$ cat config.mk
export PLATFORM = sky130hd
export DESIGN_NAME = pbp_port
export DESIGN_NICKNAME = d
export VERILOG_FILES = /design/src/pbp_pkg.sv /design/src/pbp_port.sv /design/src/pbp_arb.sv
export SDC_FILE = /design/constraint.sdc
export NUM_CORES = 1
export LEC_CHECK = 0
export BUFFER_PORTS_ARGS = -buffer_cell sky130_fd_sc_hd__buf_2
export CORE_UTILIZATION = 40
export DETAILED_ROUTE_END_ITERATION = 8
export PLACE_DENSITY = 0.64
export SETUP_SLACK_MARGIN = 0.2
export SYNTH_ARGS = -nofsm -noshare
export SYNTH_HDL_FRONTEND = slang
export SYNTH_SLANG_ARGS = --single-unit
$ cat constraint.sdc
create_clock -name clk_sys_in -period 4.49 [get_ports clk_sys_in]
set_clock_uncertainty 0.2 [all_clocks]
set_input_delay 0.898 -clock clk_sys_in [delete_from_list [all_inputs] [get_ports clk_sys_in]]
set_output_delay 0.898 -clock clk_sys_in [all_outputs]
set_load 0.01 [all_outputs]
$ cat src/pbp_pkg.sv
// package for the peripheral bus port: register map, wait codes, types
package pbp_pkg;
   // ----------------------------------------
   // register offsets (byte addresses)
   // ----------------------------------------
   localparam logic [7:0] PBP_OFF_WIN0 = 8'h00;
   localparam logic [7:0] PBP_OFF_WIN1 = 8'h04;
   localparam logic [7:0] PBP_OFF_TENURE = 8'h08;
   localparam logic [7:0] PBP_OFF_STATUS = 8'h0C;
   // ----------------------------------------
   // window register fields
   // ----------------------------------------
   localparam int PBP_WIN_EN_BIT = 0;
   localparam int PBP_WIN_W16_BIT = 1;
   localparam int PBP_A2D_LSB = 2;
   localparam int PBP_A2D_MSB = 4;
   localparam int PBP_REC_LSB = 6;
   localparam int PBP_REC_MSB = 8;
   localparam int PBP_BASE_LSB = 12;
   localparam logic [31:0] PBP_WIN_RST = 32'h0000_01DC;
   localparam logic [7:0] PBP_TENURE_RST = 8'h98;
   // ----------------------------------------
   // wait-state counts per code
   // ----------------------------------------
   localparam logic [4:0] PBP_A2D_0 = 5'h05;
   localparam logic [4:0] PBP_A2D_1 = 5'h09;
   localparam logic [4:0] PBP_A2D_2 = 5'h0D;
   localparam logic [4:0] PBP_A2D_3 = 5'h11;
   localparam logic [4:0] PBP_A2D_DEF = 5'h15;
   localparam logic [4:0] PBP_REC_0 = 5'h03;
   localparam logic [4:0] PBP_REC_1 = 5'h06;
   localparam logic [4:0] PBP_REC_2 = 5'h0A;
   localparam logic [4:0] PBP_REC_3 = 5'h0E;
   localparam logic [4:0] PBP_REC_4 = 5'h12;
   localparam logic [4:0] PBP_REC_DEF = 5'h16;
   // ----------------------------------------
   // master ids and types
   // ----------------------------------------
   localparam logic [1:0] PBP_MST_CORE = 2'h0;
   localparam logic [1:0] PBP_MST_DMA = 2'h1;
   localparam logic [1:0] PBP_MST_XLAT = 2'h2;
   typedef struct packed
   {
      logic valid;
      logic write;
      logic [31:0] addr;
      logic [2:0] size;
      logic [31:0] wdata;
   } pbp_req_t;
   typedef struct packed
   {
      logic [23:0] addr;
      logic [15:0] dout;
      logic dout_en;
      logic cs_b;
      logic oe_b;
      logic we_b;
   } pbp_mem_t;
endpackage

$ cat src/pbp_port.sv
// peripheral bus port: wait states, 16-bit read bursts, master arbitration
//
// Design decisions made here: the plain strobed port and the register offsets.
`timescale 1ns/1ps
// How it works
// - address-to-data waits are one more than the old nominal figure for every code.
// - recovery waits are two more than the old nominal figure for every code.
// - bits 4:2 pick 5, 9, 13 or 17 address-to-data waits, other codes 21.
// - bits 8:6 pick 3, 6, 10, 14 or 18 recovery waits, other codes 22.
// - on a 16-bit window every 2-byte and 4-byte read runs as two 16-bit cycles.
// - on a 16-bit window every core read becomes a two-beat burst even if one would do.
// - an 8-bit window never converts reads into two-cycle bursts.
// - a core writing back to back can hold off the other masters from the port.
// - the tenure timer, 98h at reset, limits core back-to-back tenure while others wait, also at its reset value.
module pbp_port
   import pbp_pkg::*;
(
   // clock and reset
   input wire logic clk_sys_in,
   input wire logic rst_b_in,
   // register port
   input wire logic [7:0] reg_addr_in,
   input wire logic [31:0] reg_wdata_in,
   input wire logic reg_wr_in,
   input wire logic reg_rd_in,
   output logic [31:0] reg_rdata_out,
   // internal masters: core, dma, translation unit
   input wire pbp_pkg::pbp_req_t [2:0] mst_req_in,
   output logic [2:0] mst_ack_out,
   output logic [31:0] mst_rdata_out,
   // external memory bus
   output pbp_pkg::pbp_mem_t mem_out,
   input wire logic [15:0] mem_din_in
);
   import pbp_pkg::*;
   // ----------------------------------------
   // transfer states, one-hot
   // ----------------------------------------
   typedef enum logic [5:0]
   {
      ST_IDLE = 6'b000001,
      ST_ADDR = 6'b000010,
      ST_WAIT = 6'b000100,
      ST_BEAT = 6'b001000,
      ST_DONE = 6'b010000,
      ST_REC = 6'b100000
   } pbp_state_t;
   // ----------------------------------------
   // registers
   // ----------------------------------------
   logic [31:0] win_q [2], win_d [2];
   logic [7:0] tenure_q, tenure_d;
   // unmapped offsets are ignored on write
   always_comb
   begin
      win_d = win_q;
      tenure_d = tenure_q;
      if (reg_wr_in)
      begin
         if (reg_addr_in == PBP_OFF_WIN0)
            win_d[0] = reg_wdata_in;
         if (reg_addr_in == PBP_OFF_WIN1)
            win_d[1] = reg_wdata_in;
         if (reg_addr_in == PBP_OFF_TENURE)
            tenure_d = reg_wdata_in[7:0];
      end
   end
   // ----------------------------------------
   // transfer engine state
   // ----------------------------------------
   pbp_state_t st_q, st_d;
   logic [4:0] cnt_q, cnt_d;
   logic [1:0] own_q, own_d;
   logic wide_q, wide_d;
   logic beat_q, beat_d;
   logic burst_q, burst_d;
   logic [4:0] a2d_q, a2d_d;
   logic [4:0] rec_q, rec_d;
   logic [31:0] data_q, data_d;
   logic [23:0] addr_q, addr_d;
   logic gnt_vld;
   logic [1:0] gnt;
   logic [2:0] req_vec;
   logic hit1;
   logic [2:0] a2d_code, rec_code;
   logic [31:0] win_sel;
   pbp_req_t cur;
   // ----------------------------------------
   // arbiter
   // ----------------------------------------
   genvar gi;
   generate
      for (gi = 0; gi < 3; gi++)
      begin : g_req
         assign req_vec[gi] = mst_req_in[gi].valid & ~(st_q != ST_IDLE && own_q == 2'(gi));
      end
   endgenerate
   pbp_arb u_arb
   (
      .clk_sys_in(clk_sys_in),
      .rst_b_in(rst_b_in),
      .req_in(req_vec),
      .done_in(st_q == ST_DONE),
      .idle_in(st_q == ST_IDLE),
      .tenure_in(tenure_q),
      .gnt_vld_out(gnt_vld),
      .gnt_out(gnt)
   );
   // ----------------------------------------
   // window decode and next state
   // ----------------------------------------
   always_comb
   begin
      cur = mst_req_in[gnt];
      // window 1 claims when enabled and its base matches, else window 0
      hit1 = win_q[1][PBP_WIN_EN_BIT]
         && cur.addr[31:PBP_BASE_LSB] == win_q[1][31:PBP_BASE_LSB];
      win_sel = hit1 ? win_q[1] : win_q[0];
      a2d_code = win_sel[PBP_A2D_MSB:PBP_A2D_LSB];
      rec_code = win_sel[PBP_REC_MSB:PBP_REC_LSB];
      st_d = st_q;
      cnt_d = cnt_q;
      own_d = own_q;
      wide_d = wide_q;
      beat_d = beat_q;
      burst_d = burst_q;
      a2d_d = a2d_q;
      rec_d = rec_q;
      data_d = data_q;
      addr_d = addr_q;
      unique case (st_q)
         ST_IDLE:
         begin
            if (gnt_vld)
            begin
               own_d = gnt;
               wide_d = win_sel[PBP_WIN_W16_BIT];
               // one wait more than nominal, per code
               unique case (a2d_code)
                  3'b000: a2d_d = PBP_A2D_0;
                  3'b001: a2d_d = PBP_A2D_1;
                  3'b010: a2d_d = PBP_A2D_2;
                  3'b011: a2d_d = PBP_A2D_3;
                  default: a2d_d = PBP_A2D_DEF;
               endcase
               // two waits more than nominal, per code
               unique case (rec_code)
                  3'b000: rec_d = PBP_REC_0;
                  3'b001: rec_d = PBP_REC_1;
                  3'b010: rec_d = PBP_REC_2;
                  3'b011: rec_d = PBP_REC_3;
                  3'b100: rec_d = PBP_REC_4;
                  default: rec_d = PBP_REC_DEF;
               endcase
               // 16-bit reads always take two beats; byte reads unsupported there
               burst_d = win_sel[PBP_WIN_W16_BIT] && !cur.write;
               // burst starts on the word boundary so the halves pair up
               addr_d = burst_d ? {cur.addr[23:2], 2'b00} : cur.addr[23:0];
               data_d = cur.wdata;
               beat_d = 1'b0;
               cnt_d = 5'h00;
               st_d = ST_ADDR;
            end
         end
         ST_ADDR:
         begin
            cnt_d = a2d_q;
            st_d = ST_WAIT;
         end
         ST_WAIT:
         begin
            // runs down to 1, so a code gives exactly its waits
            if (cnt_q > 5'h01)
               cnt_d = cnt_q - 5'h01;
            else
               st_d = ST_BEAT;
         end
         ST_BEAT:
         begin
            // data taken at the end of the beat, device still driving
            if (!mst_req_in[own_q].write)
            begin
               if (!wide_q)
                  data_d = {24'h000000, mem_din_in[7:0]};
               else if (!beat_q)
                  data_d[15:0] = mem_din_in;
               else
                  data_d[31:16] = mem_din_in;
            end
            if (burst_q && !beat_q)
            begin
               beat_d = 1'b1;
               addr_d = addr_q + 24'h000002;
               cnt_d = a2d_q;
               st_d = ST_WAIT;
            end
            else
               st_d = ST_DONE;
         end
         ST_DONE:
         begin
            // word already whole; the ack carries it in one response
            cnt_d = rec_q;
            st_d = ST_REC;
         end
         ST_REC:
         begin
            // device gets its recovery before the next select
            if (cnt_q > 5'h01)
               cnt_d = cnt_q - 5'h01;
            else
               st_d = ST_IDLE;
         end
         default:
            st_d = ST_IDLE;
      endcase
   end
   // ----------------------------------------
   // register stage
   // ----------------------------------------
   always_ff @(posedge clk_sys_in or negedge rst_b_in)
   begin
      if (!rst_b_in)
      begin
         win_q[0] <= PBP_WIN_RST;
         win_q[1] <= PBP_WIN_RST;
         tenure_q <= PBP_TENURE_RST;
         st_q <= ST_IDLE;
         cnt_q <= 5'h00;
         own_q <= PBP_MST_CORE;
         wide_q <= 1'b0;
         beat_q <= 1'b0;
         burst_q <= 1'b0;
         a2d_q <= PBP_A2D_DEF;
         rec_q <= PBP_REC_DEF;
         data_q <= 32'h0000_0000;
         addr_q <= 24'h000000;
      end
      else
      begin
         win_q <= win_d;
         tenure_q <= tenure_d;
         st_q <= st_d;
         cnt_q <= cnt_d;
         own_q <= own_d;
         wide_q <= wide_d;
         beat_q <= beat_d;
         burst_q <= burst_d;
         a2d_q <= a2d_d;
         rec_q <= rec_d;
         data_q <= data_d;
         addr_q <= addr_d;
      end
   end
   // ----------------------------------------
   // register read, one cycle later
   // ----------------------------------------
   logic [31:0] rd_q, rd_d;
   always_comb
   begin
      rd_d = 32'h0000_0000;
      if (reg_rd_in)
      begin
         unique case (reg_addr_in)
            PBP_OFF_WIN0: rd_d = win_q[0];
            PBP_OFF_WIN1: rd_d = win_q[1];
            PBP_OFF_TENURE: rd_d = {24'h000000, tenure_q};
            PBP_OFF_STATUS: rd_d = {24'h000000, burst_q, beat_q, own_q, 4'(cnt_q[3:0])};
            default: rd_d = 32'h0000_0000;
         endcase
      end
   end
   always_ff @(posedge clk_sys_in or negedge rst_b_in)
   begin
      if (!rst_b_in)
         rd_q <= 32'h0000_0000;
      else
         rd_q <= rd_d;
   end
   assign reg_rdata_out = rd_q;
   // ----------------------------------------
   // outputs
   // ----------------------------------------
   // ack pulses as recovery starts; read word already assembled
   generate
      for (gi = 0; gi < 3; gi++)
      begin : g_ack
         assign mst_ack_out[gi] = (st_q == ST_DONE) && own_q == 2'(gi);
      end
   endgenerate
   assign mst_rdata_out = data_q;
   always_comb
   begin
      mem_out.addr = addr_q;
      mem_out.dout = wide_q ? (beat_q ? data_q[31:16] : data_q[15:0]) : {8'h00, data_q[7:0]};
      // drive only for writes, so a read never meets a driven bus
      mem_out.dout_en = (st_q == ST_WAIT || st_q == ST_BEAT) && mst_req_in[own_q].write;
      mem_out.cs_b = !(st_q == ST_ADDR || st_q == ST_WAIT || st_q == ST_BEAT);
      mem_out.oe_b = !((st_q == ST_WAIT || st_q == ST_BEAT) && !mst_req_in[own_q].write);
      mem_out.we_b = !(st_q == ST_BEAT && mst_req_in[own_q].write);
   end
endmodule

$ cat src/pbp_arb.sv
// core-first arbiter for the internal masters with core tenure timer
`timescale 1ns/1ps
module pbp_arb
   import pbp_pkg::*;
(
   // clock and reset
   input wire logic clk_sys_in,
   input wire logic rst_b_in,
   // request side
   input wire logic [2:0] req_in,
   input wire logic done_in,
   input wire logic idle_in,
   input wire logic [7:0] tenure_in,
   // grant side
   output logic gnt_vld_out,
   output logic [1:0] gnt_out
);
   import pbp_pkg::*;
   // ----------------------------------------
   // tenure counting
   // ----------------------------------------
   logic [7:0] ten_q, ten_d;
   logic [1:0] last_q, last_d;
   logic [1:0] pick;
   logic others;
   always_comb
   begin
      others = req_in[PBP_MST_DMA] | req_in[PBP_MST_XLAT];
      // core first after any other owner; dma before xlat unless dma went last; core keeps the port only until its tenure ends
      pick = PBP_MST_CORE;
      if (req_in[PBP_MST_CORE] && (!others || (last_q == PBP_MST_CORE && ten_q != 8'h00)
          || last_q != PBP_MST_CORE))
         pick = PBP_MST_CORE;
      else if (req_in[PBP_MST_DMA] && !(last_q == PBP_MST_DMA && req_in[PBP_MST_XLAT]))
         pick = PBP_MST_DMA;
      else if (req_in[PBP_MST_XLAT])
         pick = PBP_MST_XLAT;
      else
         pick = PBP_MST_DMA;
      last_d = last_q;
      ten_d = ten_q;
      if (idle_in && |req_in)
      begin
         last_d = pick;
         // restarts while nobody waits, so it only measures contention
         if (pick != PBP_MST_CORE || last_q != PBP_MST_CORE || !others)
            ten_d = tenure_in;
      end
      else if (done_in && last_q == PBP_MST_CORE && ten_q != 8'h00)
         ten_d = ten_q - 8'h01;
   end
   always_ff @(posedge clk_sys_in or negedge rst_b_in)
   begin
      if (!rst_b_in)
      begin
         ten_q <= PBP_TENURE_RST;
         last_q <= PBP_MST_DMA;
      end
      else
      begin
         ten_q <= ten_d;
         last_q <= last_d;
      end
   end
   assign gnt_vld_out = idle_in & |req_in;
   assign gnt_out = pick;
endmodule

==> results of run 1 <==
[state kept, by name, summed over array words and instances (netlist names), 2 cells and up]
signal         cells
tenure_q           8
addr_q            24
rec_q              4
st_q               6
win_q             64
reg_rdata_out     32
cnt_q              5
mst_rdata_out     32
u_arb.ten_q        8
a2d_q              3
u_arb.last_q       2
[worst max-delay path, stage by stage (launching register included)]
cell and delay [ps]:
dfrtp_1 490, or4_4 560, nor2_1 370, o31ai_4 280, or4_1 560, o2111ai_1 200
nand4_1 170, nor4_1 360, buf_4 210, nand3_1 100, a21o_1 260, a31o_1 220
[how the worst max path moves through the flow]
stage	depth (start not counted)	slack (ps)	endpoint	start
3_3_place_gp	12	280	addr_q[1]	mst_req_in[137]
5_1_grt	15	220	addr_q[1]	u_arb.ten_q[0]
2_1_floorplan	11	830	addr_q[1]	mst_req_in[137]
6_report	11	400	addr_q[1]	st_q[4]
3_5_place_dp	11	260	a2d_q[4]	mst_req_in[137]
4_1_cts	10	440	a2d_q[4]	st_q[4]
[power breakdown]
group	leakage, nW	internal (mW)	total (mW)	switching [mW]
Sequential	2.46	2.15	2.55	0.397
Clock	0.289	0.767	1.57	0.800
Combinational	4.16	1.54	4.04	2.50
Total	6.90	4.46	8.16	3.70
[synthesized netlist by cell type (7+ instances only)]
cell type  instances
mux2i_1           40
nand4_1            9
mux4_2             8
and2_1            12
a31oi_1           44
mux2_2            83
o2111ai_1         11
and3_1            19
nand3b_1          12
a21oi_1          104
nor2b_1           14
clkbuf_1          61
buf_1             24
o21ai_1           21
nand2b_1          11
dfstp_2           24
a22oi_1           19
inv_1             28
nand3_1           30
dfrtp_1          168
o22ai_1           14
o21ai_0           84
nor3_1            25
nand2_1          176
a221oi_1          11
nor2_1           131
nor4_1             7
o211ai_1          14
[stage by stage]
stage	setup slack, ps	power, mW	util
after CTS	444	8.17	0.516
after detailed placement	259	6.58	0.494
after global routing	221	8.73	0.516
after floorplan	834	5.13	-
final	400	8.16	0.517
after global placement	277	6.51	0.494
[routing by layer]
layer  GRT usage  up-vias  share of wire
met5           0        -         0.0020
met4       0.132       12          0.032
met3      0.0679       82          0.079
met2       0.452      455           0.47
met1       0.342     5473           0.41
li1            -     5445              -
[final cells by class]
cell class                      count  area [µm²]
Antenna cell                       14        35.0
Clock buffer                       18         439
Clock inverter                     14         173
Fill cell                        2705       13500
Inverter                           29         109
Multi-Input combinational cell    994        6230
Sequential cell                   192        4830
Tap cell                          378         473
Timing Repair Buffer              411        2190
[logic make-up (layout without fill, tap and decap cells)]
family          count (synthesis)  count (layout)  share of synthesized area
compound gates                385             385                      0.209
flops                         192             192                      0.421
xor+xnor                        7               7                    0.00534
buf+inv                       123             472                     0.0421
mux                           132             132                      0.133
other cells                     0              14                          0
fa+ha+maj                       4               4                    0.00436
simple gates                  466             466                      0.185
[repair_timing]
item	in CTS	in global routing
gates resized for setup	0	1
hold endpoints to repair	0	0
setup endpoints to repair	0	2
==> out/qor.yml, run 1 <==
final_common_cell: "buf_2"
yosys.area.top_type: "dfrtp_1"
max_freq_ghz: 0.245
setup_tns_ps: 0
grt_pass1_vias: 11100
finalNonFillerCells: 2050
cts_tree: "built"
peakVddDrop_mv: 0.291
cap_violations: 0
finalCritPeriodShare: 0.911
h-tree-depth: 4
r2r_cells: 11
synth.avg_cell_area_um2: 8.78
clk_pin_slew_ps: 80
yosysSeqAreaShare: 0.421
synth-seq-cells: 192
port_buffers: 368
die_w_um: 171
dpl-instance-area_um2: 13800
cts_buffer_depth: 2
end_kind: "flip-flop"
synth_nets: 1580
regToRegSetupSlack_ps: 400
hold_class: "in -> async"
setup_viol_count_final: 0
clock_latency_ps: 450
synth_area_leaders: "dfrtp_1, mux2_2, nand2_1"
initial_core_util: 0.410
hpwl_mm: 31.0
relSlewSlack: 0.278
timing.rr.start: "st_q[4]"
hold_buffers: 0
final_cell_mix: "buf_2, nand2_1, dfrtp_1"
hold_viol_final: 0
cts_made_buffers: 17
critPathArrivalTime_ps: 4230
netlist_instances: 1309
grt_start_max_net_pins: 133
core-area_um2: 28000
dp.cells: 2004
post-route-min-period_ps: 4090
design_area_um2: 14500
drive_gt1_frac: 0.347
ant_nets: 0
via_count: 11500
p_leak_nw: 6.90
yosys.cell_types.count: 75
antenna_found_initial: 19
async_flop_share: 1.00
synth_edf_count: 0
die_h_um: 171
vias_per_cell: 5.59
dr.pass1.iters: 8
grt_pass1_wl_mm: 61.5
tightest_slew_ps: 1080
yosys_most_used_dff: "dfrtp_1"
die_area_um2: 29400
drt_iter0_markers: 880
layout.nets: 1916
critPathKind: "reg -> reg"
drc: 0
num_rows: 61
synth_top_area_frac: 0.366
p_per_area_nw_per_um2: 563
gp_congestion: 0.950
rsz0062_at_grt: "false"
outcome: "finished, final reports clean"
cp_data_required_time_ps: 4630
syn2layout_area_growth_pct: 26.0
wl_per_cell_um: 19.9
gr-total-overflow: 0
crit_path_start_kind: "flip-flop"
cts_setup_buffers: 0
wl_mm: 40.8
io_pins: 378
drv_slew: 0
critPathMaxFanout: 24
cts_sinks: 192
rr_endpoint: "addr_q[1]"
grt_usage: 0.277
synth_area_um2: 11500
ys_warn_count: 0
root_buffer: "clkbuf_16"
hold_slack_ps: 116
(Power assumes the default switching activity.)
==> inputs of run 2 (changes only) <==
CORE_UTILIZATION = 45   (was 40)
MAX_ROUTING_LAYER = met4   (was default)
PLACE_DENSITY = 0.7   (was 0.64)
==> run 2 against run 1 <==
Worst hold slack improved by 150 ps. Final area decreased by 0.72%. Register-to-register slack worse by 20 ps. Final cell count fell by 2.6%. Power is 0.26% lower. Largest cell class unchanged. Core utilization grew 5.6 points. Die area is 11% lower. First-iteration DRC count rose by 8.3%. Highest routed layer is now met4. Setup slack lost 15 ps. Largest power group unchanged. Global-route usage increased by 4.0 points. Fmax is 0.37% lower. Critical path type unchanged. Combinational power barely moved.
==> out/qor.yml, run 2 (synthesized netlist as in run 1, its figures left out) <==
dp.cells: 1948
cap_violations: 0
post-place-ws_ps: 196
num_rows: 58
hold_viol_final: 0
hold_slack_ps: 269
ant_nets: 0
cts_made_buffers: 17
rsz0062_at_grt: "false"
intPower_mw: 4.42
post-route-min-period_ps: 4100
gr-total-overflow: 0
regArea_um2: 4830
clk_pin_slew_ps: 80
hpwl_mm: 30.4
grt_usage: 0.317
dpl-instance-area_um2: 13700
dr.pass1.iters: 5
timing.rr.start: "st_q[4]"
finalCritPeriodShare: 0.914
hold_depth: 2
die_area_um2: 26200
antenna_found_initial: 14
cts_setup_buffers: 0
peakVddDrop_mv: 0.420
cp_data_required_time_ps: 4670
port_buffers: 368
gp_congestion: 0.996
outcome: "finished, final reports clean"
critPathArrivalTime_ps: 4280
cts_buffer_depth: 2
end_kind: "flip-flop"
io_pins: 378
p_per_area_nw_per_um2: 566
initial_core_util: 0.458
pwr-share-seq: 0.316
tightest_slew_ps: 760
worst_slack_ps: 385
clock_latency_ps: 440
fill_cells: 2285
setup_tns_ps: 0
min-delay-start: "rec_q[2]"
switching_share: 0.457
drc: 0
cts_sinks: 192
min_to: "rec_q[2]"
vias_per_cell: 5.81
postLayoutCoreUtil: 0.573
via_count: 11600
startpoint: "st_q[4]"
grt_start_max_net_pins: 86
crit_path_start_kind: "flip-flop"
critPathMaxFanout: 14
relSlewSlack: 0.492
root_buffer: "clkbuf_16"
die_w_um: 162
drive_gt1_frac: 0.345
wl_per_cell_um: 20.2
layout.nets: 1908
die_h_um: 162
pwr-share-clk: 0.190
largest_register_ffs: 64
p_leak_nw: 6.87
syn2layout_area_growth_pct: 25.1
h-tree-depth: 4
combPwrFrac: 0.493
finalNonFillerCells: 1996
regToRegSetupSlack_ps: 390
grt_pass1_wl_mm: 61.8
max_freq_ghz: 0.244
core-area_um2: 25100
cts_tree: "built"
drt_iter0_markers: 953
regMostFlops: "win_q"
drv_slew: 0
final_common_cell: "buf_2"
hold_class: "reg -> reg"
multiInputGateArea_um2: 6240
final_cell_mix: "buf_2, nand2_1, dfrtp_1"
rr_endpoint: "addr_q[1]"
critPathKind: "reg -> reg"
r2r_cells: 11
setup_viol_count_final: 0
grt_pass1_vias: 11000
power_mw: 8.14
power_switching_mw: 3.71
design_area_um2: 14400
wl_mm: 40.4
-- run 2: cell types whose count changed in the layout (fill, tap and decap cells not counted), sizes merged --
cell and change:
buf -8, clkinvlp -2, diode +2, inv +2, clkbuf -1, clkinv +1
-- run 2: routing by layer --
metal	vias to the layer above	GRT usage	part of all wire	routed length [µm]
met5	-	-	0	0
met4	0	0.117	0.026	1060
met3	69	0.0549	0.072	2900
met2	522	0.512	0.49	19600
met1	5585	0.399	0.42	16800
li1	5424	-	-	-
-- run 2: what timing repair did --
action / in CTS / in global routing
pin swaps: 0 / 0
hold buffers: 0 / 0
gates resized for setup: 1 / 2
endpoints found under the setup margin: 2 / 6
-- run 2: cell type report --
type,instances,area share
Tap cell,330,0.0287
Clock buffer,17,0.0296
Inverter,29,0.00757
Antenna cell,16,0.00279
Timing Repair Buffer,403,0.148
Sequential cell,192,0.336
Multi-Input combinational cell,994,0.434
Clock inverter,15,0.0129
-- run 2: worst max-delay path: stages (launching register included) --
cell       delay [ps]
dfrtp_1           510
or4_4             570
o311ai_2          490
buf_4             320
o21ai_1           140
a221o_1           330
o2111ai_1         150
nand4_1           210
or4_1             500
o21ai_1           240
a21o_1            210
a31o_1            160
-- run 2: worst max-delay path by stage --
stage	endpoint	slack, ps	cells past startpoint
after floorplan	addr_q[1]	830	11
after global placement	addr_q[1]	250	12
after detailed placement	addr_q[1]	200	12
after CTS	addr_q[1]	330	11
after global routing	burst_q	200	11
final	addr_q[1]	390	11
-- run 2: power groups by stage --
stage	registers (mW)	logic, mW	clock network, mW
floorplan	2.55	2.58	0
global placement	2.57	3.90	0
detailed placement	2.59	3.97	0
CTS	2.56	4.00	1.57
global route	2.62	4.43	1.65
finish	2.57	4.02	1.55
==> inputs of run 3 (changes only) <==
CORE_UTILIZATION = 52   (was 45)
PLACE_DENSITY = 0.8   (was 0.7)
==> run 3 against run 2 <==
Clock power about the same. Fmax down 0.19%. Largest power group unchanged. Final area down 0.26%. Combinational power up 1%. Wire length up 3.5%. Non-clock buffer count up 2. Global-route usage up 6.3 points. Power up 1.3%. Sequential power about the same. Critical path type unchanged. Critical path depth down 1. Setup slack worse by 7.9 ps. Count of clock-buffer cells in the layout unchanged. Highest routed layer unchanged.
==> out/qor.yml, run 3 (synthesized netlist as in run 1, its figures left out) <==
grt_pass1_vias: 11200
io_pins: 378
cts_made_buffers: 17
h-tree-depth: 4
hold_buffers: 0
pwr-share-seq: 0.313
wl_per_cell_um: 21.4
num_rows: 54
gp_congestion: 0.980
outcome: "finished, final reports clean"
setup_viol_count_final: 0
grtUsageMet1: 0.467
grt_usage: 0.380
cts_buffer_depth: 2
port_buffers: 368
power_switching_mw: 3.76
cts_sinks: 192
die_area_um2: 22700
hold_slack_ps: 271
hpwl_mm: 30.8
combPwrFrac: 0.494
dpl-instance-area_um2: 13700
drc: 0
setup_tns_ps: 0
grt_pass1_wl_mm: 62.9
p_per_area_nw_per_um2: 575
gr-total-overflow: 0
pwr-share-clk: 0.192
worst_slack_ps: 377
dr.pass1.iters: 6
regMostFlops: "win_q"
post-route-min-period_ps: 4110
root_buffer: "clkbuf_16"
switching_share: 0.456
final_cell_mix: "buf_2, nand2_1, dfrtp_1"
post-place-ws_ps: 371
largest_register_ffs: 64
drv_slew: 0
wl_mm: 41.8
cts_tree: "built"
p_leak_nw: 6.88
critPathArrivalTime_ps: 4290
final_common_cell: "buf_2"
ant_nets: 0
finalCritPeriodShare: 0.916
grt_start_max_net_pins: 106
initial_core_util: 0.528
grtUsageMet2: 0.599
peakVddDrop_mv: 0.316
vias_per_cell: 6.13
cts_setup_buffers: 0
clock_latency_ps: 440
drt_iter0_markers: 1145
die_w_um: 151
relSlewSlack: 0.247
max_freq_ghz: 0.243
layout.nets: 1910
cp_data_required_time_ps: 4670
grt_use_met3: 0.0694
critPathMaxFanout: 12
intPower_mw: 4.49
postLayoutCoreUtil: 0.659
hold_viol_final: 0
tightest_slew_ps: 1130
critPathKind: "reg -> reg"
core-area_um2: 21800
grt_busiest_layer: "met2"
syn2layout_area_growth_pct: 24.8
cap_violations: 0
clk_pin_slew_ps: 70
die_h_um: 151
drive_gt1_frac: 0.346
crit_path_start_kind: "flip-flop"
hold_class: "reg -> reg"
via_count: 12000
end_kind: "flip-flop"
design_area_um2: 14300
rsz0062_at_grt: "false"
antenna_found_initial: 18
==> run 3: changes by cell type in the layout (fill, tap and decap cells not counted), sizes merged <==
cell      previous run  this run
inv                 34        36
clkinvlp             0         1
buf                402       404
diode               16        19
bufinv               0         1
clkinv              10         6
==> run 3: worst max-delay path, stage by stage, from the launching register on <==
cell and delay [ps]:
dfrtp_1 520, or4_4 580, o311a_1 500, and3_1 250, or3_1 360, a211oi_2 280
o211ai_1 150, or4_1 610, o21ai_1 240, a21o_1 210, a31o_1 160
==> run 3: path summary, 6_finish.rpt <==
kind,from,endpoint,slack (ps),depth (start not counted)
max in group asynchronous,rst_b_in,win_q[35],2750,2
max reg2reg,st_q[4],addr_q[1],380,10
max,st_q[4],addr_q[1],380,10
min in group asynchronous,rst_b_in,mst_rdata_out[27],310,1
min,a2d_q[2],a2d_q[2],270,2
min reg2reg,a2d_q[2],a2d_q[2],270,2
==> run 3: power by group through the flow <==
stage	combinational, mW	clock [mW]	sequential (mW)
2_1_floorplan	2.58	0	2.55
3_3_place_gp	3.87	0	2.58
3_5_place_dp	3.98	0	2.59
4_1_cts	4.00	1.60	2.56
5_1_grt	4.48	1.67	2.62
6_report	4.07	1.58	2.58
==> run 3: area by class of cell <==
class	count	area, µm²
Antenna cell	19	47.5
Clock buffer	17	425
Clock inverter	15	188
Fill cell	1831	7420
Inverter	29	109
Multi-Input combinational cell	994	6240
Sequential cell	192	4830
Tap cell	280	350
Timing Repair Buffer	405	2140
==> run 3: what timing repair did <==
item	4_1_cts	5_1_grt
hold endpoints to repair	0	0
setup endpoints to repair	0	10
gates resized for setup	0	3
==> run 3: per-layer routing <==
| metal | routed length, µm | up-vias | share of wire |
|---|---|---|---|
| met5 | 0 | - | 0 |
| met4 | 1960 | 0 | 0.047 |
| met3 | 3700 | 118 | 0.089 |
| met2 | 19700 | 718 | 0.47 |
| met1 | 16400 | 5669 | 0.39 |
| li1 | - | 5445 | - |
==> run 3: per-stage QoR <==
| stage | power (mW) | std cells |
|---|---|---|
| finish | 8.24 | 1951 |
| detailed placement | 6.57 | 1900 |
| CTS | 8.16 | 1932 |
| floorplan | 5.13 | 1309 |
| global route | 8.78 | 1949 |
| global placement | 6.45 | 1900 |
